--- config.mk ---
export PLATFORM = sky130hd
export DESIGN_NAME = fcpwm_top
export DESIGN_NICKNAME = d
export VERILOG_FILES = /design/src/pkg/fcpwm_pkg.sv /design/src/rtl/fcpwm_clkgen.sv /design/src/rtl/fcpwm_top.sv
export SDC_FILE = /design/constraint.sdc
export NUM_CORES = 1
export LEC_CHECK = 0
export ABC_AREA = 1
export BUFFER_PORTS_ARGS = -buffer_cell sky130_fd_sc_hd__buf_2
export CORE_MARGIN = 2
export CORE_UTILIZATION = 55
export DETAILED_ROUTE_END_ITERATION = 8
export PLACE_DENSITY = 0.86
export SLEW_MARGIN = 5
export SYNTH_ARGS = -nofsm -noshare
export SYNTH_HDL_FRONTEND = slang
export SYNTH_HIERARCHICAL = 1
export SYNTH_SLANG_ARGS = --single-unit
--- constraint.sdc ---
create_clock -name clk_sys -period 2.9 [get_ports clk_sys]
set_clock_uncertainty 0.05 [all_clocks]
set_input_delay 0.58 -clock clk_sys [delete_from_list [all_inputs] [get_ports clk_sys]]
set_output_delay 0.58 -clock clk_sys [all_outputs]
set_load 0.05 [all_outputs]
--- src/pkg/fcpwm_pkg.sv ---
// Purpose: Shared constants for the four channel PWM block
// Assumes: 8-bit register port, byte addresses as printed
// Notes: Control, routing and interrupt registers sit at chosen addresses
package fcpwm_pkg;
    localparam int CHANS = 4;
    localparam int DUTY_W = 10;
    // ****************************************
    // Register addresses
    // ****************************************
    localparam logic [7:0] ADDR_CH2_HI = 8'hb1;
    localparam logic [7:0] ADDR_CH2_LO = 8'hb2;
    localparam logic [7:0] ADDR_CH3_HI = 8'hb3;
    localparam logic [7:0] ADDR_CH3_LO = 8'hb4;
    localparam logic [7:0] ADDR_CH0_HI = 8'hbc;
    localparam logic [7:0] ADDR_CH0_LO = 8'hbd;
    localparam logic [7:0] ADDR_CH1_HI = 8'hbe;
    localparam logic [7:0] ADDR_CH1_LO = 8'hbf;
    localparam logic [7:0] ADDR_MAX_HI = 8'hce;
    localparam logic [7:0] ADDR_MAX_LO = 8'hcf;
    localparam logic [7:0] ADDR_CTRL = 8'hb5;
    localparam logic [7:0] ADDR_ROUTE = 8'h91;
    localparam logic [7:0] ADDR_IRQ_STAT = 8'hb6;
    localparam logic [7:0] ADDR_IRQ_MASK = 8'hb7;
    // ****************************************
    // Field positions
    // ****************************************
    localparam int IDLE_BIT = 7;
    localparam int CSEL_LSB = 5;
    localparam int ROUTE_BIT = 1;
    // ****************************************
    // Reset values
    // ****************************************
    localparam logic [7:0] RST_ZERO = 8'h00;
    localparam logic [7:0] RST_MAX_LO = 8'hff;
    // ****************************************
    // Clock select codes
    // ****************************************
    localparam logic [2:0] CS_DIV1 = 3'h0;
    localparam logic [2:0] CS_DIV2 = 3'h1;
    localparam logic [2:0] CS_DIV4 = 3'h2;
    localparam logic [2:0] CS_DIV6 = 3'h3;
    localparam logic [2:0] CS_DIV8 = 3'h4;
    localparam logic [2:0] CS_DIV12 = 3'h5;
    localparam logic [2:0] CS_T0OVF = 3'h6;
    localparam logic [2:0] CS_T0EXT = 3'h7;
endpackage

--- src/rtl/fcpwm_clkgen.sv ---
// Purpose: PWM clock enable generator
// Assumes: Timer inputs are synchronous one-cycle pulses or levels
// Notes: Emits a one-cycle tick per selected PWM clock
`timescale 1ns/1ps
`default_nettype none
module fcpwm_clkgen (
    // Clock and reset
    input wire logic clk_sys,
    input wire logic rst_n,
    // Selection and sources
    input wire logic [2:0] sel,
    input wire logic t0_ovf,
    input wire logic t0_ext,
    // Tick out
    output logic tick
);
    import fcpwm_pkg::*;

    logic [3:0] cnt_reg, cnt_next;
    logic ext_reg, ext_next;
    logic tick_reg, tick_next;
    logic [3:0] last;

    always_comb begin
        case (sel)
            CS_DIV2: last = 4'h1;
            CS_DIV4: last = 4'h3;
            CS_DIV6: last = 4'h5;
            CS_DIV8: last = 4'h7;
            CS_DIV12: last = 4'hb;
            default: last = 4'h0;
        endcase
        ext_next = t0_ext;
        cnt_next = (cnt_reg >= last) ? 4'h0 : cnt_reg + 4'h1;
        if (sel == CS_T0OVF) begin
            tick_next = t0_ovf;
        end else if (sel == CS_T0EXT) begin
            // Falling edge of the external pin counts, as timer 0 does
            tick_next = ext_reg & ~t0_ext;
        end else begin
            tick_next = (cnt_reg >= last);
        end
    end

    always_ff @(posedge clk_sys or negedge rst_n) begin
        if (!rst_n) begin
            cnt_reg <= 4'h0;
            ext_reg <= 1'b0;
            tick_reg <= 1'b0;
        end else begin
            cnt_reg <= cnt_next;
            ext_reg <= ext_next;
            tick_reg <= tick_next;
        end
    end

    assign tick = tick_reg;
endmodule
`default_nettype wire

--- src/rtl/fcpwm_top.sv ---
// Purpose: Four channel PWM with shared period counter
// Assumes: Register port address, wdata, write and read strobes
// Notes: Read data valid the cycle after the read strobe
// Function
// Each channel outputs its waveform only while its enable bit is one.
// Bit 7 of each high duty byte selects idle polarity; bits 6:2 unused.
// Idle polarity zero rests low, one rests high.
// Duty is 10 bits; high byte bits 1:0, low byte bits 7:0.
// Shared 10-bit period maximum split over high and low registers.
// Period counter advances once per PWM clock from zero upward.
// Counter at maximum counts as overflow and restarts from zero.
// Period is max plus one clocks; leading active pulse lasts duty clocks.
// Three-bit select picks oscillator divisors or timer 0 sources.
// Routing bit steers outputs to port 4 when zero, port 2 when one.
// Period maximum low byte resets to all ones.
// Four outputs and one interrupt source.
`timescale 1ns/1ps
`default_nettype none
module fcpwm_top (
    // Clock and reset
    input wire logic clk_sys,
    input wire logic resetn,
    // Register port
    input wire logic [7:0] reg_addr,
    input wire logic [7:0] reg_wdata,
    input wire logic reg_wr,
    input wire logic reg_rd,
    output logic [7:0] reg_rdata,
    // Timer 0 sources
    input wire logic t0_ovf,
    input wire logic t0_ext,
    // Pins
    output logic [fcpwm_pkg::CHANS-1:0] port4_pwm,
    output logic [fcpwm_pkg::CHANS-1:0] port2_pwm,
    output logic [fcpwm_pkg::CHANS-1:0] pwm_output_pin,
    // Interrupt
    output logic pwm_irq
);
    import fcpwm_pkg::*;

    // ****************************************
    // Reset release
    // ****************************************
    logic [1:0] rsync_reg;
    logic rst_n;
    always_ff @(posedge clk_sys or negedge resetn) begin
        if (!resetn) begin
            rsync_reg <= 2'b00;
        end else begin
            rsync_reg <= {rsync_reg[0], 1'b1};
        end
    end
    assign rst_n = rsync_reg[1];

    // ****************************************
    // Registers
    // ****************************************
    logic [7:0] hi_reg [CHANS], hi_next [CHANS];
    logic [7:0] lo_reg [CHANS], lo_next [CHANS];
    logic [1:0] max_hi_reg, max_hi_next;
    logic [7:0] max_lo_reg, max_lo_next;
    logic [2:0] pwm_clock_select;
    logic [CHANS-1:0] chan_on;
    logic [7:0] pwm_control_reg, pwm_control_next;
    logic pwm_pin_route, route_next;
    logic irq_stat_reg, irq_stat_next;
    logic irq_mask_reg, irq_mask_next;
    logic [7:0] rdata_reg, rdata_next;
    logic [DUTY_W-1:0] cnt_reg, cnt_next;
    logic [CHANS-1:0] out_reg, out_next;
    logic [CHANS-1:0] p4_reg, p4_next, p2_reg, p2_next;
    logic irq_reg, irq_next;
    logic tick;
    logic [DUTY_W-1:0] period_max_value;
    logic [DUTY_W-1:0] duty_value [CHANS];
    logic [CHANS-1:0] idle_level_select;
    logic [1:0] ch_idx;
    logic ch_hit, ch_hi;
    logic wrap;

    assign pwm_clock_select = pwm_control_reg[CSEL_LSB+2:CSEL_LSB];
    assign chan_on = pwm_control_reg[CHANS-1:0];
    assign period_max_value = {max_hi_reg, max_lo_reg};

    // Channel address lookup shared by read and write decode
    always_comb begin
        ch_hit = 1'b1;
        ch_hi = 1'b0;
        ch_idx = 2'd0;
        if (reg_addr == ADDR_CH0_HI) begin
            ch_hi = 1'b1;
        end else if (reg_addr == ADDR_CH0_LO) begin
            ch_idx = 2'd0;
        end else if (reg_addr == ADDR_CH1_HI) begin
            ch_idx = 2'd1;
            ch_hi = 1'b1;
        end else if (reg_addr == ADDR_CH1_LO) begin
            ch_idx = 2'd1;
        end else if (reg_addr == ADDR_CH2_HI) begin
            ch_idx = 2'd2;
            ch_hi = 1'b1;
        end else if (reg_addr == ADDR_CH2_LO) begin
            ch_idx = 2'd2;
        end else if (reg_addr == ADDR_CH3_HI) begin
            ch_idx = 2'd3;
            ch_hi = 1'b1;
        end else if (reg_addr == ADDR_CH3_LO) begin
            ch_idx = 2'd3;
        end else begin
            ch_hit = 1'b0;
        end
    end

    // ****************************************
    // Register write and read
    // ****************************************
    always_comb begin
        for (int i = 0; i < CHANS; i++) begin
            hi_next[i] = hi_reg[i];
            lo_next[i] = lo_reg[i];
        end
        max_hi_next = max_hi_reg;
        max_lo_next = max_lo_reg;
        pwm_control_next = pwm_control_reg;
        route_next = pwm_pin_route;
        irq_mask_next = irq_mask_reg;
        irq_stat_next = irq_stat_reg;
        rdata_next = 8'h00;
        if (reg_wr) begin
            if (ch_hit && ch_hi) begin
                // Only polarity and duty bits 9:8 are stored
                hi_next[ch_idx] = reg_wdata & 8'h83;
            end else if (ch_hit) begin
                lo_next[ch_idx] = reg_wdata;
            end else if (reg_addr == ADDR_MAX_HI) begin
                max_hi_next = reg_wdata[1:0];
            end else if (reg_addr == ADDR_MAX_LO) begin
                max_lo_next = reg_wdata;
            end else if (reg_addr == ADDR_CTRL) begin
                pwm_control_next = reg_wdata & 8'hef;
            end else if (reg_addr == ADDR_ROUTE) begin
                route_next = reg_wdata[ROUTE_BIT];
            end else if (reg_addr == ADDR_IRQ_MASK) begin
                irq_mask_next = reg_wdata[0];
            end else if (reg_addr == ADDR_IRQ_STAT && reg_wdata[0]) begin
                irq_stat_next = 1'b0;
            end
        end
        if (reg_rd) begin
            if (ch_hit && ch_hi) begin
                rdata_next = hi_reg[ch_idx];
            end else if (ch_hit) begin
                rdata_next = lo_reg[ch_idx];
            end else if (reg_addr == ADDR_MAX_HI) begin
                rdata_next = {6'h00, max_hi_reg};
            end else if (reg_addr == ADDR_MAX_LO) begin
                rdata_next = max_lo_reg;
            end else if (reg_addr == ADDR_CTRL) begin
                rdata_next = pwm_control_reg;
            end else if (reg_addr == ADDR_ROUTE) begin
                rdata_next = {6'h00, pwm_pin_route, 1'b0};
            end else if (reg_addr == ADDR_IRQ_STAT) begin
                rdata_next = {7'h00, irq_stat_reg};
            end else if (reg_addr == ADDR_IRQ_MASK) begin
                rdata_next = {7'h00, irq_mask_reg};
            end
        end
        // Overflow sets the flag; set wins over a same-cycle clear
        if (wrap) begin
            irq_stat_next = 1'b1;
        end
    end

    always_ff @(posedge clk_sys or negedge rst_n) begin
        if (!rst_n) begin
            for (int i = 0; i < CHANS; i++) begin
                hi_reg[i] <= RST_ZERO;
                lo_reg[i] <= RST_ZERO;
            end
            max_hi_reg <= 2'h0;
            max_lo_reg <= RST_MAX_LO;
            pwm_control_reg <= RST_ZERO;
            pwm_pin_route <= 1'b0;
            irq_stat_reg <= 1'b0;
            irq_mask_reg <= 1'b0;
            rdata_reg <= RST_ZERO;
        end else begin
            for (int i = 0; i < CHANS; i++) begin
                hi_reg[i] <= hi_next[i];
                lo_reg[i] <= lo_next[i];
            end
            max_hi_reg <= max_hi_next;
            max_lo_reg <= max_lo_next;
            pwm_control_reg <= pwm_control_next;
            pwm_pin_route <= route_next;
            irq_stat_reg <= irq_stat_next;
            irq_mask_reg <= irq_mask_next;
            rdata_reg <= rdata_next;
        end
    end

    // ****************************************
    // PWM clock and period counter
    // ****************************************
    fcpwm_clkgen i_fcpwm_clkgen (
        .clk_sys(clk_sys),
        .rst_n(rst_n),
        .sel(pwm_clock_select),
        .t0_ovf(t0_ovf),
        .t0_ext(t0_ext),
        .tick(tick)
    );

    // Counter only runs while some channel is on, so a fresh enable starts a period
    assign wrap = tick && (|chan_on) && (cnt_reg >= period_max_value);
    always_comb begin
        cnt_next = cnt_reg;
        if (!(|chan_on)) begin
            cnt_next = '0;
        end else if (wrap) begin
            cnt_next = '0;
        end else if (tick) begin
            cnt_next = cnt_reg + 10'h001;
        end
    end

    // ****************************************
    // Channel outputs
    // ****************************************
    genvar g;
    generate
        for (g = 0; g < CHANS; g++) begin : g_ch
            assign duty_value[g] = {hi_reg[g][1:0], lo_reg[g]};
            assign idle_level_select[g] = hi_reg[g][IDLE_BIT];
            always_comb begin
                if (!chan_on[g]) begin
                    out_next[g] = idle_level_select[g];
                end else if (cnt_reg < duty_value[g]) begin
                    out_next[g] = ~idle_level_select[g];
                end else begin
                    out_next[g] = idle_level_select[g];
                end
                // Unselected port holds the idle level so loads stay quiet
                p4_next[g] = pwm_pin_route ? idle_level_select[g] : out_next[g];
                p2_next[g] = pwm_pin_route ? out_next[g] : idle_level_select[g];
            end
        end
    endgenerate

    assign irq_next = irq_stat_next & irq_mask_next;

    always_ff @(posedge clk_sys or negedge rst_n) begin
        if (!rst_n) begin
            cnt_reg <= '0;
            out_reg <= '0;
            p4_reg <= '0;
            p2_reg <= '0;
            irq_reg <= 1'b0;
        end else begin
            cnt_reg <= cnt_next;
            out_reg <= out_next;
            p4_reg <= p4_next;
            p2_reg <= p2_next;
            irq_reg <= irq_next;
        end
    end

    assign reg_rdata = rdata_reg;
    assign pwm_output_pin = out_reg;
    assign port4_pwm = p4_reg;
    assign port2_pwm = p2_reg;
    assign pwm_irq = irq_reg;
endmodule
`default_nettype wire

# Word level (Yosys, flattened, before mapping)
# Index checks and enable logic that the tools add are counted.
# Widths: inputs -> output; s select.
# totals
word_cells	164
regBits	123
out_inout_bits	21
# classes
n_bitwise	13
magnitude_cmp	8
n_eq_ne	22
n_reduce_logical	12
n_mux	83
add_sub_neg	2
# op_table
op	count
$eq 8x8->1 const B	14
$mux 8	11
$bwmux 32	2
$mux 1	53
$lt 10x10->1	4
$bmux 8 s2	2
$mux 10	3
$pmux 4 s5	1
$mux 2	9
$demux 8 s2	1
$eq 3x3->1 const B	4
$add 10x1->10 const B	1
$ge 10x10->1	1
$not 1->1	10
$reduce_and 7->1	1
$eq 3x2->1 const B	2
$reduce_and 6->1	1
$logic_and 1x1->1	5
$reduce_and 5->1	1
$add 4x1->4 const B	1
$ge 4x4->1	1
$mux 4	1
$reduce_and 4->1	1
$reduce_or 4->1	1
8 further kinds	9

# Depth between registers and ports, before layout
# Gate-level depths: netlist of run 1.
# logic_depth
word_depth	16
ltp_mapped	14
depth_no_buf	14

# Hierarchy
# The synthesis of run 1 kept the hierarchy.
# by_module_without_submodules
mod	area_each_um2	instances	seq_area_each_um2	cells_each
fcpwm_top	6018.3	1	2437.3	798
fcpwm_clkgen	380.4	1	150.1	47

# Least setup slack after synthesis of run 1
# OpenSTA, ideal clock, no wires.
# synth_timing
kind	input -> register
startpoint	input port reg_addr[1]
endpoint	register lo_reg, in the netlist duty_value[33]
t_required_ps	2729
setup_ps	121
arrival_time_ps	1788
stages	11
setup_slack_ps	940
path_cell_list	buf_2 -> inv_2 -> nand2_2 -> nor2_2 -> nand2_1 -> nand3_4 -> nor2_8 -> nand2_4 -> nor2_8 -> buf_8 -> o21ai_1
# synth_between
elab_chain_len	15
# synth_lines
item	line	rtl
from (decl)	fcpwm_top.sv:24	input wire logic [7:0] reg_addr,
$eq 8x8->1	fcpwm_top.sv:107	end else if (reg_addr == ADDR_CH3_LO) begin
$mux 2	fcpwm_top.sv:107	
$mux 2	fcpwm_top.sv:104	end else if (reg_addr == ADDR_CH3_HI) begin
$mux 2	fcpwm_top.sv:102	end else if (reg_addr == ADDR_CH2_LO) begin
$mux 2	fcpwm_top.sv:99	end else if (reg_addr == ADDR_CH2_HI) begin
$mux 2	fcpwm_top.sv:97	end else if (reg_addr == ADDR_CH1_LO) begin
$mux 2	fcpwm_top.sv:94	end else if (reg_addr == ADDR_CH1_HI) begin
$mux 2	fcpwm_top.sv:92	end else if (reg_addr == ADDR_CH0_LO) begin
$mux 2	fcpwm_top.sv:90	if (reg_addr == ADDR_CH0_HI) begin
$not 2->3 (implied by the code)	fcpwm_top.sv:134	lo_next[ch_idx] = reg_wdata;
$ge 3x3->1 (implied by the code) or $lt 3x1->1 (tied branches)	fcpwm_top.sv:134	
$logic_and 1x1->1 (implied by the code)	fcpwm_top.sv:134	
$mux 8 (implied by the code)	fcpwm_top.sv:134	
$demux 8 s2	fcpwm_top.sv:134	
$bwmux 32	fcpwm_top.sv:134	
to (signal, indexed assignment)	fcpwm_top.sv:190	lo_reg[i] <= lo_next[i];
to (decl)	fcpwm_top.sv:59	logic [7:0] lo_reg [CHANS], lo_next [CHANS];
# Several ways; a longest one is shown, not always the timed one.
# A chain may end at the register's enable or synchronous reset.

==> results_tabular.tex, run 1 <==
\begin{tabular}{lr}
\hline
Metric & Value \\
\hline
\multicolumn{2}{l}{\textbf{Placement}} \\
\quad Final weighted congestion of routability-driven global placement & 0.936 \\
\quad HPWL after detailed placement & roughly 12 mm \\
\quad Placed inst area & roughly 6700 sq um \\
\quad Number of buffers added on ports & 42 \\
\multicolumn{2}{l}{\textbf{Synthesis}} \\
\quad Number of distinct library cell variants in the gate-level netlist after synthesis & slightly above 40 \\
\quad Post-synthesis sequential element count & around 100 \\
\quad Cell accounting for the most synthesized area & sky130\_fd\_sc\_hd\_\_dfrtp\_1 \\
\quad Post-synthesis area per instance & roughly 7.6 sq um \\
\quad Largest cells by area after synthesis & sky130\_fd\_sc\_hd\_\_dfrtp\_1 (37\%), sky130\_fd\_sc\_hd\_\_nand2\_1 (15\%), sky130\_fd\_sc\_hd\_\_ha\_1 (10\%) \\
\quad Yosys warnings & 6 \\
\quad Nets in the synthesized netlist & 919 \\
\quad Number of instances in the synthesized netlist & approximately 850 \\
\quad Sequential-to-total area share from yosys stat & roughly two fifths \\
\quad Total standard cell area after synthesis & 6400 sq um \\
\quad Area share of the leading cell type in the synthesized netlist & between 30\% and 40\% \\
\multicolumn{2}{l}{\textbf{Critical path}} \\
\quad Startpoint class of the critical path & register \\
\quad Crit path capture type & register \\
\quad Worst Reg-to-Reg Cells & 7 \\
\quad Source of the worst register-to-register timing path & cnt\_reg[5] \\
\quad Timing startpoint of the critical path & cnt\_reg[5] \\
\quad Reg2Reg Setup Slack & approximately 0.68 ns \\
\quad Data arrival time of the worst path & 2.44 ns \\
\quad Setup CP Type & register to register \\
\quad Highest net fanout along the worst path & 10 \\
\quad Data required time of the worst path & 3.12 ns \\
\quad Worst r2r dst & pwm\_irq \\
\quad Timing endpoint of the critical path & pwm\_irq \\
\multicolumn{2}{l}{\textbf{Power}} \\
\quad Part of the total power dissipated in the clock network & a little under two fifths \\
\quad Switching share of total power & about 30\% \\
\quad Net switching power figure & around 1100 uW \\
\quad Worst ir drop on vdd & between 0.4 and 0.5 mV \\
\quad Leakage dissipation & 0.00360 uW \\
\quad Power Density & between 500 and 600 nW/um\^{}2 \\
\quad Internal & around 2500 uW \\
\quad Overall power of the completed layout & 3630 uW \\
\quad Combinational Power Share & 17.8\% \\
\quad Share of total power in sequential cells & about 45\% \\
\multicolumn{2}{l}{\textbf{Drt}} \\
\quad Vias/cell & between 5 and 6 \\
\quad WL final & roughly 16 mm \\
\quad Count of nets left with antenna violations after detail routing & 0 \\
\quad Routed length per placed instance & between 15 and 20 um \\
\quad Detailed Route Iter0 Violations & 639 \\
\quad First-pass iteration count of the detailed router & 7 \\
\quad Detailed-route DRC error count & 0 \\
\quad Via count of the routed design & between 5000 and 6000 \\
\multicolumn{2}{l}{\textbf{Timing}} \\
\quad Upper clock frequency limit & between 400 and 500 MHz \\
\quad Tightest Pin Transition & 0.774 ns \\
\quad Setup repair after global routing missed its margin & no \\
\quad Final max-slew violation count & 0 \\
\quad Fraction of the cycle the final worst path needs & between 70\% and 80\% \\
\quad Sum of negative setup slack & 0 ns \\
\quad Final-report setup violation count & 0 \\
\quad Max-slew headroom at the worst pin & around half \\
\quad Period minus WS final & 2.22 ns \\
\quad Fin. Hold Viols & 0 \\
\multicolumn{2}{l}{\textbf{Layout}} \\
\quad Total inserted antenna cells & 0 \\
\quad Final Cell Area & a little over 7000 sq um \\
\quad Share of the core filled with cells & between 60\% and 70\% \\
\quad Share of layout cells above drive strength 1 & a little under an eighth \\
\quad Flip-flop count of the largest register after layout & 40 \\
\quad Net count reported at finish & roughly 960 \\
\quad Area growth from synthesis to layout & 10.3\% \\
\multicolumn{2}{l}{\textbf{Die}} \\
\quad Core area & about 11000 sq um \\
\quad Die footprint & 12500 sq um \\
\quad Initial core utilization & about 56\% \\
\quad Die span in y & about 110 um \\
\quad Width of the chip & around 110 um \\
\quad Number of rows created at floorplan & 39 \\
\quad I/O pin count & 43 \\
\multicolumn{2}{l}{\textbf{Global routing}} \\
\quad First-pass GRT wire length & roughly 26 mm \\
\quad GRT overflow & 0 \\
\quad Largest net degree at the start of global routing & between 40 and 50 \\
\quad GRT Util Overall & between 20\% and 30\% \\
\quad Number of global-route vias before repair & approximately 5300 \\
\quad Number of antenna violations at the first check in global routing & 0 \\
\multicolumn{2}{l}{\textbf{CTS}} \\
\quad Post CTS Setup Buffer Count & 0 \\
\quad \# hold bufs at CTS & 1 \\
\quad Resized cells post-CTS & 0 \\
\quad Clock tree from TritonCTS & done \\
\quad Clock insertion delay at the later pin of the skew report & $\sim$0.36 ns \\
\quad Root buffer cell & sky130\_fd\_sc\_hd\_\_clkbuf\_16 \\
\quad Number of H-tree levels & 3 \\
\quad Clock Sinks & between 100 and 150 \\
\quad Maximum buffer depth of the clock tree & 2 \\
\quad TritonCTS buffer count & 9 \\
\quad Clock-pin transition on the worst setup and hold timing paths & 0.07 ns \\
\multicolumn{2}{l}{\textbf{Status}} \\
\quad Run status & complete, no violations \\
\multicolumn{2}{l}{\textbf{Job}} \\
\quad Max-Cap Viols & 0 \\
\multicolumn{2}{l}{\textbf{Hold path}} \\
\quad Tightest Hold Check Type & register to asynchronous set/reset pin \\
\hline
\end{tabular}
==> cell families after synthesis <==
group | Yosys count | synth area share [%]
DFF | 103 | 40.4
AOI/OAI and AO/OA | 122 | 10.1
adders and majority gates | 52 | 10.2
other | 1 | 0.0586
and+or+nand+nor | 418 | 29.6
xor gates and xnor gates | 3 | 0.411
buffers and inverters | 146 | 9.19
==> worst max-delay path, stage by stage (launching register included) <==
cell,delay (ns)
sky130_fd_sc_hd__dfrtp_1,0.51
sky130_fd_sc_hd__ha_1,0.36
sky130_fd_sc_hd__nand2_1,0.10
sky130_fd_sc_hd__o21ai_0,0.26
sky130_fd_sc_hd__a21oi_1,0.10
sky130_fd_sc_hd__nand3_1,0.32
sky130_fd_sc_hd__nand2_1,0.19
sky130_fd_sc_hd__a21boi_0,0.24
==> routing by layer <==
| layer | vias up | part of all wire (%) | global-route usage, % |
|---|---|---|---|
| li1 | 2791 | - | - |
| met1 | 2650 | 41 | 35.1 |
| met2 | 240 | 47 | 42.9 |
| met3 | 55 | 8.0 | 5.06 |
| met4 | 0 | 4.0 | 12.1 |
| met5 | - | 0 | 0 |
==> power by group through the flow <==
stage | combinational [uW] | clock [uW] | sequential [uW]
after global routing | 733 | 1420 | 1640
after global placement | 612 | 0 | 1660
after detailed placement | 632 | 0 | 1660
final | 648 | 1350 | 1630
after CTS | 641 | 1360 | 1630
after floorplan | 395 | 0 | 1710
==> synth_stat cells <==
master	instances
sky130_fd_sc_hd__a21boi_0	1
sky130_fd_sc_hd__a21o_1	4
sky130_fd_sc_hd__a21oi_1	18
sky130_fd_sc_hd__buf_2	7
sky130_fd_sc_hd__buf_4	2
sky130_fd_sc_hd__buf_6	1
sky130_fd_sc_hd__buf_8	1
sky130_fd_sc_hd__clkbuf_1	3
sky130_fd_sc_hd__clkinv_1	1
sky130_fd_sc_hd__clkinv_4	1
sky130_fd_sc_hd__conb_1	1
sky130_fd_sc_hd__dfrtp_1	95
sky130_fd_sc_hd__dfstp_2	8
sky130_fd_sc_hd__ha_1	52
sky130_fd_sc_hd__inv_1	127
sky130_fd_sc_hd__inv_2	3
sky130_fd_sc_hd__nand2_1	253
sky130_fd_sc_hd__nand2_2	6
sky130_fd_sc_hd__nand2_4	8
sky130_fd_sc_hd__nand2_8	1
sky130_fd_sc_hd__nand3_1	45
sky130_fd_sc_hd__nand3_2	2
sky130_fd_sc_hd__nand3_4	1
sky130_fd_sc_hd__nand3b_1	2
sky130_fd_sc_hd__nand4_1	21
sky130_fd_sc_hd__nor2_1	66
sky130_fd_sc_hd__nor2_2	2
sky130_fd_sc_hd__nor2_4	2
sky130_fd_sc_hd__nor2_8	3
sky130_fd_sc_hd__nor3_1	1
sky130_fd_sc_hd__nor3_4	1
sky130_fd_sc_hd__nor4_1	1
sky130_fd_sc_hd__o211ai_1	1
sky130_fd_sc_hd__o21ai_0	80
sky130_fd_sc_hd__o21ai_1	7
sky130_fd_sc_hd__o21ai_2	2
sky130_fd_sc_hd__o22ai_1	8
sky130_fd_sc_hd__o41ai_1	1
sky130_fd_sc_hd__or2_2	3
sky130_fd_sc_hd__xnor2_1	1
sky130_fd_sc_hd__xor2_1	2
==> through the flow <==
stage,worst slack [ns],hold slack [ns],std cells
after floorplan,0.940,0.234,845
after global routing,0.564,0.291,1035
after detailed placement,0.578,0.267,1018
after global placement,0.657,0.266,1018
after CTS,0.723,0.275,1035
final,0.679,0.253,1035
==> cell usage in the layout, fill, tap and decap left out, drive strengths merged, types with 10 or more instances in the layout <==
cell type	count
nand2	268
inv	132
dfrtp	95
o21ai	89
nor2	73
ha	52
nand3	48
buf	44
nand4	21
a21oi	18
clkbuf	10
==> worst min-delay path by stage <==
stage,from,to,cells past startpoint,slack (ns)
after floorplan,resetn,rsync_reg[0],0,0.23
after detailed placement,rsync_reg[1],duty_value[2],0,0.27
after global routing,t0_ext,i_fcpwm_clkgen/ext_reg,1,0.29
after global placement,rsync_reg[1],duty_value[2],0,0.27
final,rsync_reg[1],duty_value[2],0,0.25
after CTS,rsync_reg[1],duty_value[2],0,0.27
==> cell type report <==
cell class / instances / area (sq um)
Fill cell: 973 / 4310
Timing Repair Buffer: 45 / 235
Clock buffer: 10 / 239
Clock inverter: 6 / 90.1
Tap cell: 143 / 179
Inverter: 132 / 500
Multi-Input combinational cell: 596 / 3220
Sequential cell: 103 / 2590
Note: power is estimated with default switching activity, not from simulation.
==> run 2: changes to the inputs <==
==> constraint.sdc (replaced) <==
create_clock -name clk_sys -period 1.92 [get_ports clk_sys]
set_clock_uncertainty 0.05 [all_clocks]
set_input_delay 0.384 -clock clk_sys [delete_from_list [all_inputs] [get_ports clk_sys]]
set_output_delay 0.384 -clock clk_sys [all_outputs]
set_load 0.05 [all_outputs]
==> run 2 against run 1 <==
  * The flow now finishes with violations (negative setup slack)
  * Clock-buffer cell count rose by 3
  * Routed wire length rose by 5.0%
  * Critical path depth rose by 1
  * Core utilization rose by 3.0 points
  * Critical path type unchanged
  * Largest cell class unchanged
  * Highest routed layer unchanged
==> results_tabular.tex, run 2 (synthesis gave the netlist of run 1 again) <==
\begin{tabular}{lr}
\hline
Metric & Value \\
\hline
\multicolumn{2}{l}{\textbf{Placement}} \\
\quad HPWL after detailed placement & 12.4 mm (was 12.1 mm) \\
\quad Number of placed instances with taps included & 1042 (was 1018) \\
\quad Number of buffers added on ports & 42 (unchanged) \\
\quad Final weighted congestion of routability-driven global placement & 0.975 (was 0.936) \\
\quad Placed inst area & 6920 sq um (was 6720 sq um) \\
\multicolumn{2}{l}{\textbf{Drt}} \\
\quad Routed length per placed instance & 16.0 um (was 15.6 um) \\
\quad First-pass iteration count of the detailed router & 6 (was 7) \\
\quad Via count of the routed design & 5926 (was 5736) \\
\quad Detailed Route Iter0 Violations & 545 (was 639) \\
\quad WL final & 17.0 mm (was 16.2 mm) \\
\quad Vias/cell & 5.57 (was 5.54) \\
\quad Detailed-route DRC error count & 0 (unchanged) \\
\quad Count of nets left with antenna violations after detail routing & 0 (unchanged) \\
\multicolumn{2}{l}{\textbf{Critical path}} \\
\quad Crit path capture type & register (unchanged) \\
\quad Worst r2r dst & cnt\_reg[2] (was pwm\_irq) \\
\quad Reg2Reg Setup Slack & -0.03 ns (was 0.68 ns) \\
\quad Startpoint class of the critical path & register (unchanged) \\
\quad Slowest library cell on the worst path & sky130\_fd\_sc\_hd\_\_dfrtp\_2 (was sky130\_fd\_sc\_hd\_\_dfrtp\_1) \\
\quad Highest net fanout along the worst path & 8 (was 10) \\
\quad Setup CP Type & register to register (unchanged) \\
\quad Data required time of the worst path & 2.14 ns (was 3.12 ns) \\
\quad Slowest Stage Delay on Critical Path & 0.51 ns (about the same) \\
\quad Source of the worst register-to-register timing path & cnt\_reg[5] (unchanged) \\
\quad Data arrival time of the worst path & 2.18 ns (was 2.44 ns) \\
\quad Worst Reg-to-Reg Cells & 8 (was 7) \\
\quad Ordered list of cells on the worst path & buf\_4 -> ha\_1 -> a21oi\_1 -> o21ai\_0 -> a21oi\_1 -> nand3\_2 -> buf\_6 -> o21ai\_1 (was ha\_1 -> nand2\_1 -> o21ai\_0 -> a21oi\_1 -> nand3\_1 -> nand2\_1 -> a21boi\_0) \\
\quad Crit path top cell by count & sky130\_fd\_sc\_hd\_\_a21oi\_1 (was sky130\_fd\_sc\_hd\_\_nand2\_1) \\
\multicolumn{2}{l}{\textbf{Global routing}} \\
\quad GRT Util Overall & 28.0\% (was 26.7\%) \\
\quad Largest net degree at the start of global routing & 44 (was 41) \\
\quad GRT overflow & 0 (unchanged) \\
\quad Number of antenna violations at the first check in global routing & 0 (unchanged) \\
\quad Number of global-route vias before repair & 5764 (was 5329) \\
\quad First-pass GRT wire length & 27.6 mm (was 26.4 mm) \\
\multicolumn{2}{l}{\textbf{Layout}} \\
\quad Flip-flop count of the largest register after layout & 40 (unchanged) \\
\quad Net count reported at finish & 990 (was 961) \\
\quad Area growth from synthesis to layout & 15.6\% (was 10.3\%) \\
\quad Layout Cells excl Fill & 1064 (was 1035) \\
\quad Number of filler instances in the final layout & 892 (was 973) \\
\quad Final Cell Area & 7390 sq um (was 7060 sq um) \\
\quad Highest-count cells in the layout ignoring fill and taps & sky130\_fd\_sc\_hd\_\_nand2\_1 (248), sky130\_fd\_sc\_hd\_\_inv\_1 (127), sky130\_fd\_sc\_hd\_\_dfrtp\_1 (85), sky130\_fd\_sc\_hd\_\_o21ai\_0 (77), sky130\_fd\_sc\_hd\_\_nor2\_1 (65) (was sky130\_fd\_sc\_hd\_\_nand2\_1 (253), sky130\_fd\_sc\_hd\_\_inv\_1 (127), sky130\_fd\_sc\_hd\_\_dfrtp\_1 (94), sky130\_fd\_sc\_hd\_\_o21ai\_0 (80), sky130\_fd\_sc\_hd\_\_nor2\_1 (66)) \\
\quad Share of layout cells above drive strength 1 & 16.9\% (was 11.7\%) \\
\quad Total inserted antenna cells & 0 (unchanged) \\
\quad Most frequent standard cell in the layout excluding fill and tap cells & sky130\_fd\_sc\_hd\_\_nand2\_1 (unchanged) \\
\quad Sequential standard cell area & 2600 sq um (was 2590 sq um) \\
\quad Multi-input gate area & 3330 sq um (was 3220 sq um) \\
\multicolumn{2}{l}{\textbf{Timing}} \\
\quad Worst Setup Slack, final & -0.0349 ns (was 0.679 ns) \\
\quad Final-report setup violation count & 8 (was 0) \\
\quad Final Hold Slack & 0.106 ns (was 0.253 ns) \\
\quad Setup repair after global routing missed its margin & yes (was no) \\
\quad Sum of negative setup slack & -0.120 ns (was 0 ns) \\
\quad Max-slew headroom at the worst pin & 42.0\% (was 48.2\%) \\
\quad Final max-slew violation count & 0 (unchanged) \\
\quad Tightest Pin Transition & 0.867 ns (was 0.774 ns) \\
\quad Period minus WS final & 1.95 ns (was 2.22 ns) \\
\quad Fin. Hold Viols & 0 (unchanged) \\
\quad Fraction of the cycle the final worst path needs & 102\% (was 76.6\%) \\
\quad Upper clock frequency limit & 512 MHz (was 450 MHz) \\
\multicolumn{2}{l}{\textbf{Hold path}} \\
\quad Tightest Hold Check Type & primary input to register (was register to asynchronous set/reset pin) \\
\quad Hold Path Depth & 1 \\
\quad Origin of the worst min-delay path & t0\_ext \\
\quad Terminating pin of the worst hold path & i\_fcpwm\_clkgen/ext\_reg \\
\multicolumn{2}{l}{\textbf{Status}} \\
\quad Run status & finished with violations (was complete, no violations) \\
\quad Failing checks & negative setup slack \\
\multicolumn{2}{l}{\textbf{Power}} \\
\quad Worst ir drop on vdd & 0.666 mV (was 0.428 mV) \\
\quad Leakage dissipation & 0.00373 uW (was 0.00360 uW) \\
\quad Power Density & 730 nW/um\^{}2 (was 515 nW/um\^{}2) \\
\multicolumn{2}{l}{\textbf{CTS}} \\
\quad Clock Sinks & 103 (unchanged) \\
\quad Clock-pin transition on the worst setup and hold timing paths & 0.06 ns (was 0.07 ns) \\
\quad Clock insertion delay at the later pin of the skew report & 0.36 ns (about the same) \\
\quad Number of H-tree levels & 3 (unchanged) \\
\quad Root buffer cell & sky130\_fd\_sc\_hd\_\_clkbuf\_16 (unchanged) \\
\quad Clock tree from TritonCTS & done (unchanged) \\
\quad Maximum buffer depth of the clock tree & 2 (unchanged) \\
\quad TritonCTS buffer count & 9 (unchanged) \\
\multicolumn{2}{l}{\textbf{Die}} \\
\quad Number of rows created at floorplan & 39 (unchanged) \\
\quad Die span in y & 112 um (unchanged) \\
\quad Initial core utilization & 56.3\% (unchanged) \\
\quad Die footprint & 12500 sq um (unchanged) \\
\quad Width of the chip & 112 um (unchanged) \\
\quad Core area & 11400 sq um (unchanged) \\
\quad I/O pin count & 43 (unchanged) \\
\multicolumn{2}{l}{\textbf{Job}} \\
\quad Max-Cap Viols & 0 (unchanged) \\
\hline
\end{tabular}
==> run 2: final cells by class <==
cell class	count	area share, %
multi-input combinational	596	45.0
sequential	103	35.2
inverter	132	6.77
timing repair buffer	74	6.51
clock buffer	13	3.52
tap	143	2.42
clock inverter	3	0.575
==> run 2: repair_timing <==
action                                 4_1_cts  5_1_grt
setup endpoints to repair                    3       22
setup buffers                                0        5
gates resized for setup                      1       29
hold buffers                                 1        0
endpoints found under the hold margin        2        0
==> run 2: how the worst max path moves through the flow <==
| stage | cells past startpoint | from | endpoint | slack (ns) |
|---|---|---|---|---|
| after CTS | 7 | cnt_reg[9] | cnt_reg[2] | 0.007 |
| after detailed placement | 10 | reg_addr[2] | duty_value[39] | 0.001 |
| after floorplan | 0 | rsync_reg[1] | cnt_reg[0] | 0.15 |
| final | 8 | cnt_reg[5] | cnt_reg[2] | -0.03 |
| after global routing | 8 | cnt_reg[5] | cnt_reg[2] | -0.08 |
| after global placement | 10 | reg_addr[1] | duty_value[34] | 0.05 |
==> run 2: report_power, final <==
part | internal, uW | total, uW | switching (uW) | leakage [uW]
clock network | 1080 | 1870 | 789 | 0.000146
registers | 2350 | 2460 | 114 | 0.00132
logic | 348 | 1070 | 720 | 0.00227
total | 3780 | 5400 | 1620 | 0.00373
==> run 2: per-stage QoR <==
step,utilization (%),total power (uW),setup WS (ns)
after floorplan,-,3180,0.150
after global placement,60.9,3460,0.0534
after detailed placement,60.9,3500,0.00149
after CTS,63.7,5350,0.00691
after global routing,65.0,5640,-0.0823
final,65.0,5400,-0.0349
==> run 2: routing by layer <==
layer | global-route usage (%) | vias to the layer above | share of wire [%]
met2 | 46.0 | 313 | 47
met3 | 5.01 | 94 | 7.2
li1 | - | 2841 | -
met4 | 15.9 | 0 | 6.4
met5 | 0 | - | 0
met1 | 34.7 | 2678 | 40
==> run 2: critical path, delay by kind of cell (launching register included) <==
family                   cells  cell delay (ns)
buffers and inverters        2             0.36
AO/OA/AOI/OAI                4             0.52
flip-flops                   1             0.51
AND/OR/NAND/NOR              1             0.15
adder cells (fa/ha/maj)      1             0.28
==> run 3: changes to the inputs <==
--- a/config.mk
+++ b/config.mk
@@ -7,12 +7,13 @@
 export LEC_CHECK = 0
 export ABC_AREA = 1
 export BUFFER_PORTS_ARGS = -buffer_cell sky130_fd_sc_hd__buf_2
+export CAP_MARGIN = 20
 export CORE_MARGIN = 2
 export CORE_UTILIZATION = 55
+export CTS_BUF_LIST = sky130_fd_sc_hd__clkbuf_4 sky130_fd_sc_hd__clkbuf_8
 export DETAILED_ROUTE_END_ITERATION = 8
 export PLACE_DENSITY = 0.86
 export SLEW_MARGIN = 5
 export SYNTH_ARGS = -nofsm -noshare
 export SYNTH_HDL_FRONTEND = slang
-export SYNTH_HIERARCHICAL = 1
 export SYNTH_SLANG_ARGS = --single-unit
==> run 3 against run 2 <==
  * The flow now finishes without violations
  * Sequential cell count stayed put
  * Global-route usage down 2.0 points
  * Die area rose by 0.21%
  * Combinational power fell by 13%
  * Synthesized area up 0.22%
  * Final area increased by 2.5%
  * Hold slack worse by 0.042 ns
  * Critical path type unchanged
  * Largest cell class unchanged
==> results_tabular.tex, run 3 <==
\begin{tabular}{lr}
\hline
Metric & Value \\
\hline
\multicolumn{2}{l}{\textbf{Status}} \\
\quad Run status & complete, no violations (was finished with violations) \\
\multicolumn{2}{l}{\textbf{Synthesis}} \\
\quad Nets in the synthesized netlist & 892 (was 919) \\
\quad Cell accounting for the most synthesized area & sky130\_fd\_sc\_hd\_\_dfrtp\_1 (unchanged) \\
\quad Top\_reg\_cell synth & sky130\_fd\_sc\_hd\_\_dfrtp\_1 (unchanged) \\
\quad Most used standard cell by instance count after synthesis & sky130\_fd\_sc\_hd\_\_nand2\_1 (unchanged) \\
\quad Sequential-to-total area share from yosys stat & 40.4\% (about the same) \\
\quad Post-synthesis sequential element count & 103 (unchanged) \\
\quad Number of distinct library cell variants in the gate-level netlist after synthesis & 43 (was 41) \\
\quad Post-synthesis area per instance & 7.84 sq um (was 7.57 sq um) \\
\quad Area share of the leading cell type in the synthesized netlist & 37.1\% (was 37.2\%) \\
\quad Yosys warnings & 0 (was 6) \\
\quad Total standard cell area after synthesis & 6410 sq um (was 6400 sq um) \\
\quad Number of instances in the synthesized netlist & 818 (was 845) \\
\quad Share of synthesized registers carrying an async set or reset & 100\% (unchanged) \\
\quad Largest cells by area after synthesis & sky130\_fd\_sc\_hd\_\_dfrtp\_1 (37\%), sky130\_fd\_sc\_hd\_\_nand2\_1 (14\%), sky130\_fd\_sc\_hd\_\_ha\_1 (10\%) (was sky130\_fd\_sc\_hd\_\_dfrtp\_1 (37\%), sky130\_fd\_sc\_hd\_\_nand2\_1 (15\%), sky130\_fd\_sc\_hd\_\_ha\_1 (10\%)) \\
\quad Leading post-synthesis cells by instance count & sky130\_fd\_sc\_hd\_\_nand2\_1 (239), sky130\_fd\_sc\_hd\_\_inv\_1 (113), sky130\_fd\_sc\_hd\_\_dfrtp\_1 (95), sky130\_fd\_sc\_hd\_\_o21ai\_0 (67), sky130\_fd\_sc\_hd\_\_ha\_1 (52) (was sky130\_fd\_sc\_hd\_\_nand2\_1 (253), sky130\_fd\_sc\_hd\_\_inv\_1 (127), sky130\_fd\_sc\_hd\_\_dfrtp\_1 (95), sky130\_fd\_sc\_hd\_\_o21ai\_0 (80), sky130\_fd\_sc\_hd\_\_nor2\_1 (66)) \\
\quad Count of flip-flops with a built-in enable after synthesis & 0 (unchanged) \\
\multicolumn{2}{l}{\textbf{Drt}} \\
\quad Routed length per placed instance & 16.0 um (about the same) \\
\quad Vias/cell & 5.61 (was 5.57) \\
\quad Via count of the routed design & 5916 (was 5926) \\
\quad First-pass iteration count of the detailed router & 9 (was 6) \\
\quad Count of nets left with antenna violations after detail routing & 0 (unchanged) \\
\quad Detailed-route DRC error count & 0 (unchanged) \\
\quad Detailed Route Iter0 Violations & 557 (was 545) \\
\quad WL final & 16.9 mm (was 17.0 mm) \\
\multicolumn{2}{l}{\textbf{Critical path}} \\
\quad Data required time of the worst path & 2.15 ns (was 2.14 ns) \\
\quad Data arrival time of the worst path & 2.13 ns (was 2.18 ns) \\
\quad Timing startpoint of the critical path & cnt\_reg[5] (unchanged) \\
\quad Startpoint class of the critical path & register (unchanged) \\
\quad Reg2Reg Setup Slack & 0.02 ns (was -0.03 ns) \\
\quad Crit path capture type & register (unchanged) \\
\quad Timing endpoint of the critical path & port4\_pwm[3] (was cnt\_reg[2]) \\
\quad Source of the worst register-to-register timing path & cnt\_reg[5] (unchanged) \\
\quad Worst r2r dst & port4\_pwm[3] (was cnt\_reg[2]) \\
\quad Setup CP Type & register to register (unchanged) \\
\quad Highest net fanout along the worst path & 6 (was 8) \\
\quad Worst Reg-to-Reg Cells & 13 (was 8) \\
\multicolumn{2}{l}{\textbf{Timing}} \\
\quad Fin. Hold Viols & 0 (unchanged) \\
\quad Sum of negative setup slack & 0 ns (was -0.120 ns) \\
\quad Fraction of the cycle the final worst path needs & 99.2\% (was 102\%) \\
\quad Final Hold Slack & 0.0641 ns (was 0.106 ns) \\
\quad Max-slew headroom at the worst pin & 49.7\% (was 42.0\%) \\
\quad Worst Setup Slack, final & 0.0161 ns (was -0.0349 ns) \\
\quad Upper clock frequency limit & 525 MHz (was 512 MHz) \\
\quad Final-report setup violation count & 0 (was 8) \\
\quad Period minus WS final & 1.90 ns (was 1.95 ns) \\
\quad Final max-slew violation count & 0 (unchanged) \\
\quad Setup repair after global routing missed its margin & yes (unchanged) \\
\quad Tightest Pin Transition & 0.752 ns (was 0.867 ns) \\
\multicolumn{2}{l}{\textbf{Layout}} \\
\quad Net count reported at finish & 980 (was 990) \\
\quad Total inserted antenna cells & 0 (unchanged) \\
\quad Area growth from synthesis to layout & 18.2\% (was 15.6\%) \\
\quad Flip-flop count of the largest register after layout & 40 (unchanged) \\
\quad Share of layout cells above drive strength 1 & 24.3\% (was 16.9\%) \\
\quad Layout Cells excl Fill & 1054 (was 1064) \\
\quad Highest-count cells in the layout ignoring fill and taps & sky130\_fd\_sc\_hd\_\_nand2\_1 (231), sky130\_fd\_sc\_hd\_\_inv\_1 (112), sky130\_fd\_sc\_hd\_\_dfrtp\_1 (88), sky130\_fd\_sc\_hd\_\_o21ai\_0 (64), sky130\_fd\_sc\_hd\_\_nor2\_1 (44) (was sky130\_fd\_sc\_hd\_\_nand2\_1 (248), sky130\_fd\_sc\_hd\_\_inv\_1 (127), sky130\_fd\_sc\_hd\_\_dfrtp\_1 (85), sky130\_fd\_sc\_hd\_\_o21ai\_0 (77), sky130\_fd\_sc\_hd\_\_nor2\_1 (65)) \\
\quad Most frequent standard cell in the layout excluding fill and tap cells & sky130\_fd\_sc\_hd\_\_nand2\_1 (unchanged) \\
\multicolumn{2}{l}{\textbf{CTS}} \\
\quad Root buffer cell & sky130\_fd\_sc\_hd\_\_clkbuf\_8 (was sky130\_fd\_sc\_hd\_\_clkbuf\_16) \\
\quad Clock tree from TritonCTS & done (unchanged) \\
\quad Clock insertion delay at the later pin of the skew report & 0.39 ns (was 0.36 ns) \\
\quad Number of H-tree levels & 3 (unchanged) \\
\quad Maximum buffer depth of the clock tree & 2 (unchanged) \\
\quad Clock Sinks & 103 (unchanged) \\
\quad Clock-pin transition on the worst setup and hold timing paths & 0.11 ns (was 0.06 ns) \\
\quad TritonCTS buffer count & 9 (unchanged) \\
\multicolumn{2}{l}{\textbf{Placement}} \\
\quad Pre-CTS setup slack & -0.0250 ns (was 0.00149 ns) \\
\quad Final weighted congestion of routability-driven global placement & 0.941 (was 0.975) \\
\quad HPWL after detailed placement & 11.8 mm (was 12.4 mm) \\
\quad Number of buffers added on ports & 42 (unchanged) \\
\quad Number of placed instances with taps included & 1028 (was 1042) \\
\multicolumn{2}{l}{\textbf{Die}} \\
\quad I/O pin count & 43 (unchanged) \\
\quad Number of rows created at floorplan & 39 (unchanged) \\
\quad Initial core utilization & 56.2\% (was 56.3\%) \\
\quad Die footprint & 12500 sq um (about the same) \\
\quad Width of the chip & 112 um (about the same) \\
\quad Die span in y & 112 um (about the same) \\
\quad Core area & 11400 sq um (about the same) \\
\multicolumn{2}{l}{\textbf{Global routing}} \\
\quad GRT overflow & 0 (unchanged) \\
\quad GRT Util Overall & 25.9\% (was 28.0\%) \\
\quad Number of antenna violations at the first check in global routing & 0 (unchanged) \\
\quad First-pass GRT wire length & 25.9 mm (was 27.6 mm) \\
\quad Largest net degree at the start of global routing & 42 (was 44) \\
\quad Number of global-route vias before repair & 5522 (was 5764) \\
\multicolumn{2}{l}{\textbf{Power}} \\
\quad Leakage dissipation & 0.00382 uW (was 0.00373 uW) \\
\quad Overall power of the completed layout & 4940 uW (was 5400 uW) \\
\quad Power Density & 651 nW/um\^{}2 (was 730 nW/um\^{}2) \\
\quad Worst ir drop on vdd & 0.469 mV (was 0.666 mV) \\
\multicolumn{2}{l}{\textbf{Hold path}} \\
\quad Tightest Hold Check Type & primary input to register (unchanged) \\
\multicolumn{2}{l}{\textbf{Job}} \\
\quad Max-Cap Viols & 0 (unchanged) \\
\hline
\end{tabular}
-- run 3: cell count changes after synthesis, moves of 5 or more --
cell / delta
sky130_fd_sc_hd__nand2_1: -14
sky130_fd_sc_hd__nor2_1: -15
sky130_fd_sc_hd__buf_2: -6
sky130_fd_sc_hd__a21oi_1: +10
sky130_fd_sc_hd__o21ai_2: +22
sky130_fd_sc_hd__nand2_4: -5
sky130_fd_sc_hd__o21ai_0: -13
sky130_fd_sc_hd__nand4_1: -7
sky130_fd_sc_hd__inv_1: -14
-- run 3: worst min-delay path by stage --
stage           start                      to  slack (ns)  cells after the start
6_report       t0_ext  i_fcpwm_clkgen.ext_reg        0.06                      1
5_1_grt        t0_ext  i_fcpwm_clkgen.ext_reg        0.06                      1
4_1_cts        t0_ext  i_fcpwm_clkgen.ext_reg        0.06                      1
3_5_place_dp   resetn            rsync_reg[0]        0.12                      1
3_3_place_gp   resetn            rsync_reg[0]        0.12                      1
2_1_floorplan  resetn            rsync_reg[0]        0.04                      0
-- run 3: kinds of logic (layout without fill, tap and decap cells) --
group                      Yosys count  after routing  share of synthesized area [%]
adders and majority gates           52             52                           10.1
other                                1              1                         0.0585
AOI/OAI and AO/OA                  138            138                           12.8
buffers and inverters              137            230                           9.05
xor gates and xnor gates             3              3                          0.410
DFF                                103            103                           40.4
and+or+nand+nor                    384            384                           27.2
-- run 3: per-layer routing --
layer | global-route usage (%) | wire, um
met5 | 0 | 0
met4 | 10.4 | 737
met3 | 5.23 | 1200
met2 | 42.0 | 7810
met1 | 34.4 | 7130
-- run 3: worst max-delay path: stages (launching register included) --
cell                      delay, ns
sky130_fd_sc_hd__dfrtp_2       0.59
sky130_fd_sc_hd__ha_4          0.26
sky130_fd_sc_hd__nand2_1       0.10
sky130_fd_sc_hd__inv_1         0.06
sky130_fd_sc_hd__nand2_1       0.07
sky130_fd_sc_hd__nand2_1       0.08
sky130_fd_sc_hd__nand2_1       0.09
sky130_fd_sc_hd__nand3_1       0.09
sky130_fd_sc_hd__nand2_1       0.06
sky130_fd_sc_hd__nand2_1       0.05
sky130_fd_sc_hd__nand2_1       0.07
sky130_fd_sc_hd__nand2_2       0.08
sky130_fd_sc_hd__nand2_1       0.07
sky130_fd_sc_hd__nand2_1       0.06
-- run 3: cell type report --
class,count,area [sq um]
Fill cell,880,3840
Multi-Input combinational cell,578,3460
Sequential cell,103,2600
Timing Repair Buffer,92,643
Inverter,122,470
Tap cell,143,179
Clock buffer,13,160
Clock inverter,3,67.6
-- run 3: per-stage QoR --
stage,util [%],area (sq um)
2_1_floorplan,-,6410
3_3_place_gp,61.7,7050
3_5_place_dp,61.7,7050
4_1_cts,63.9,7290
5_1_grt,66.4,7580
6_report,66.4,7580
-- run 3: what timing repair did --
action                                  4_1_cts  5_1_grt
hold endpoints to repair                      2        0
endpoints found under the setup margin        2       21
gates resized for setup                       1       44
pin swaps                                     0        8
setup buffers                                 1        8
gates cloned                                  0        1
hold buffers                                  1        0
-- run 3: where the power goes --
group	switching [uW]	internal [uW]	leakage, uW
logic	603	333	0.00235
clock network	769	815	0.000114
registers	109	2310	0.00136
total	1480	3460	0.00382
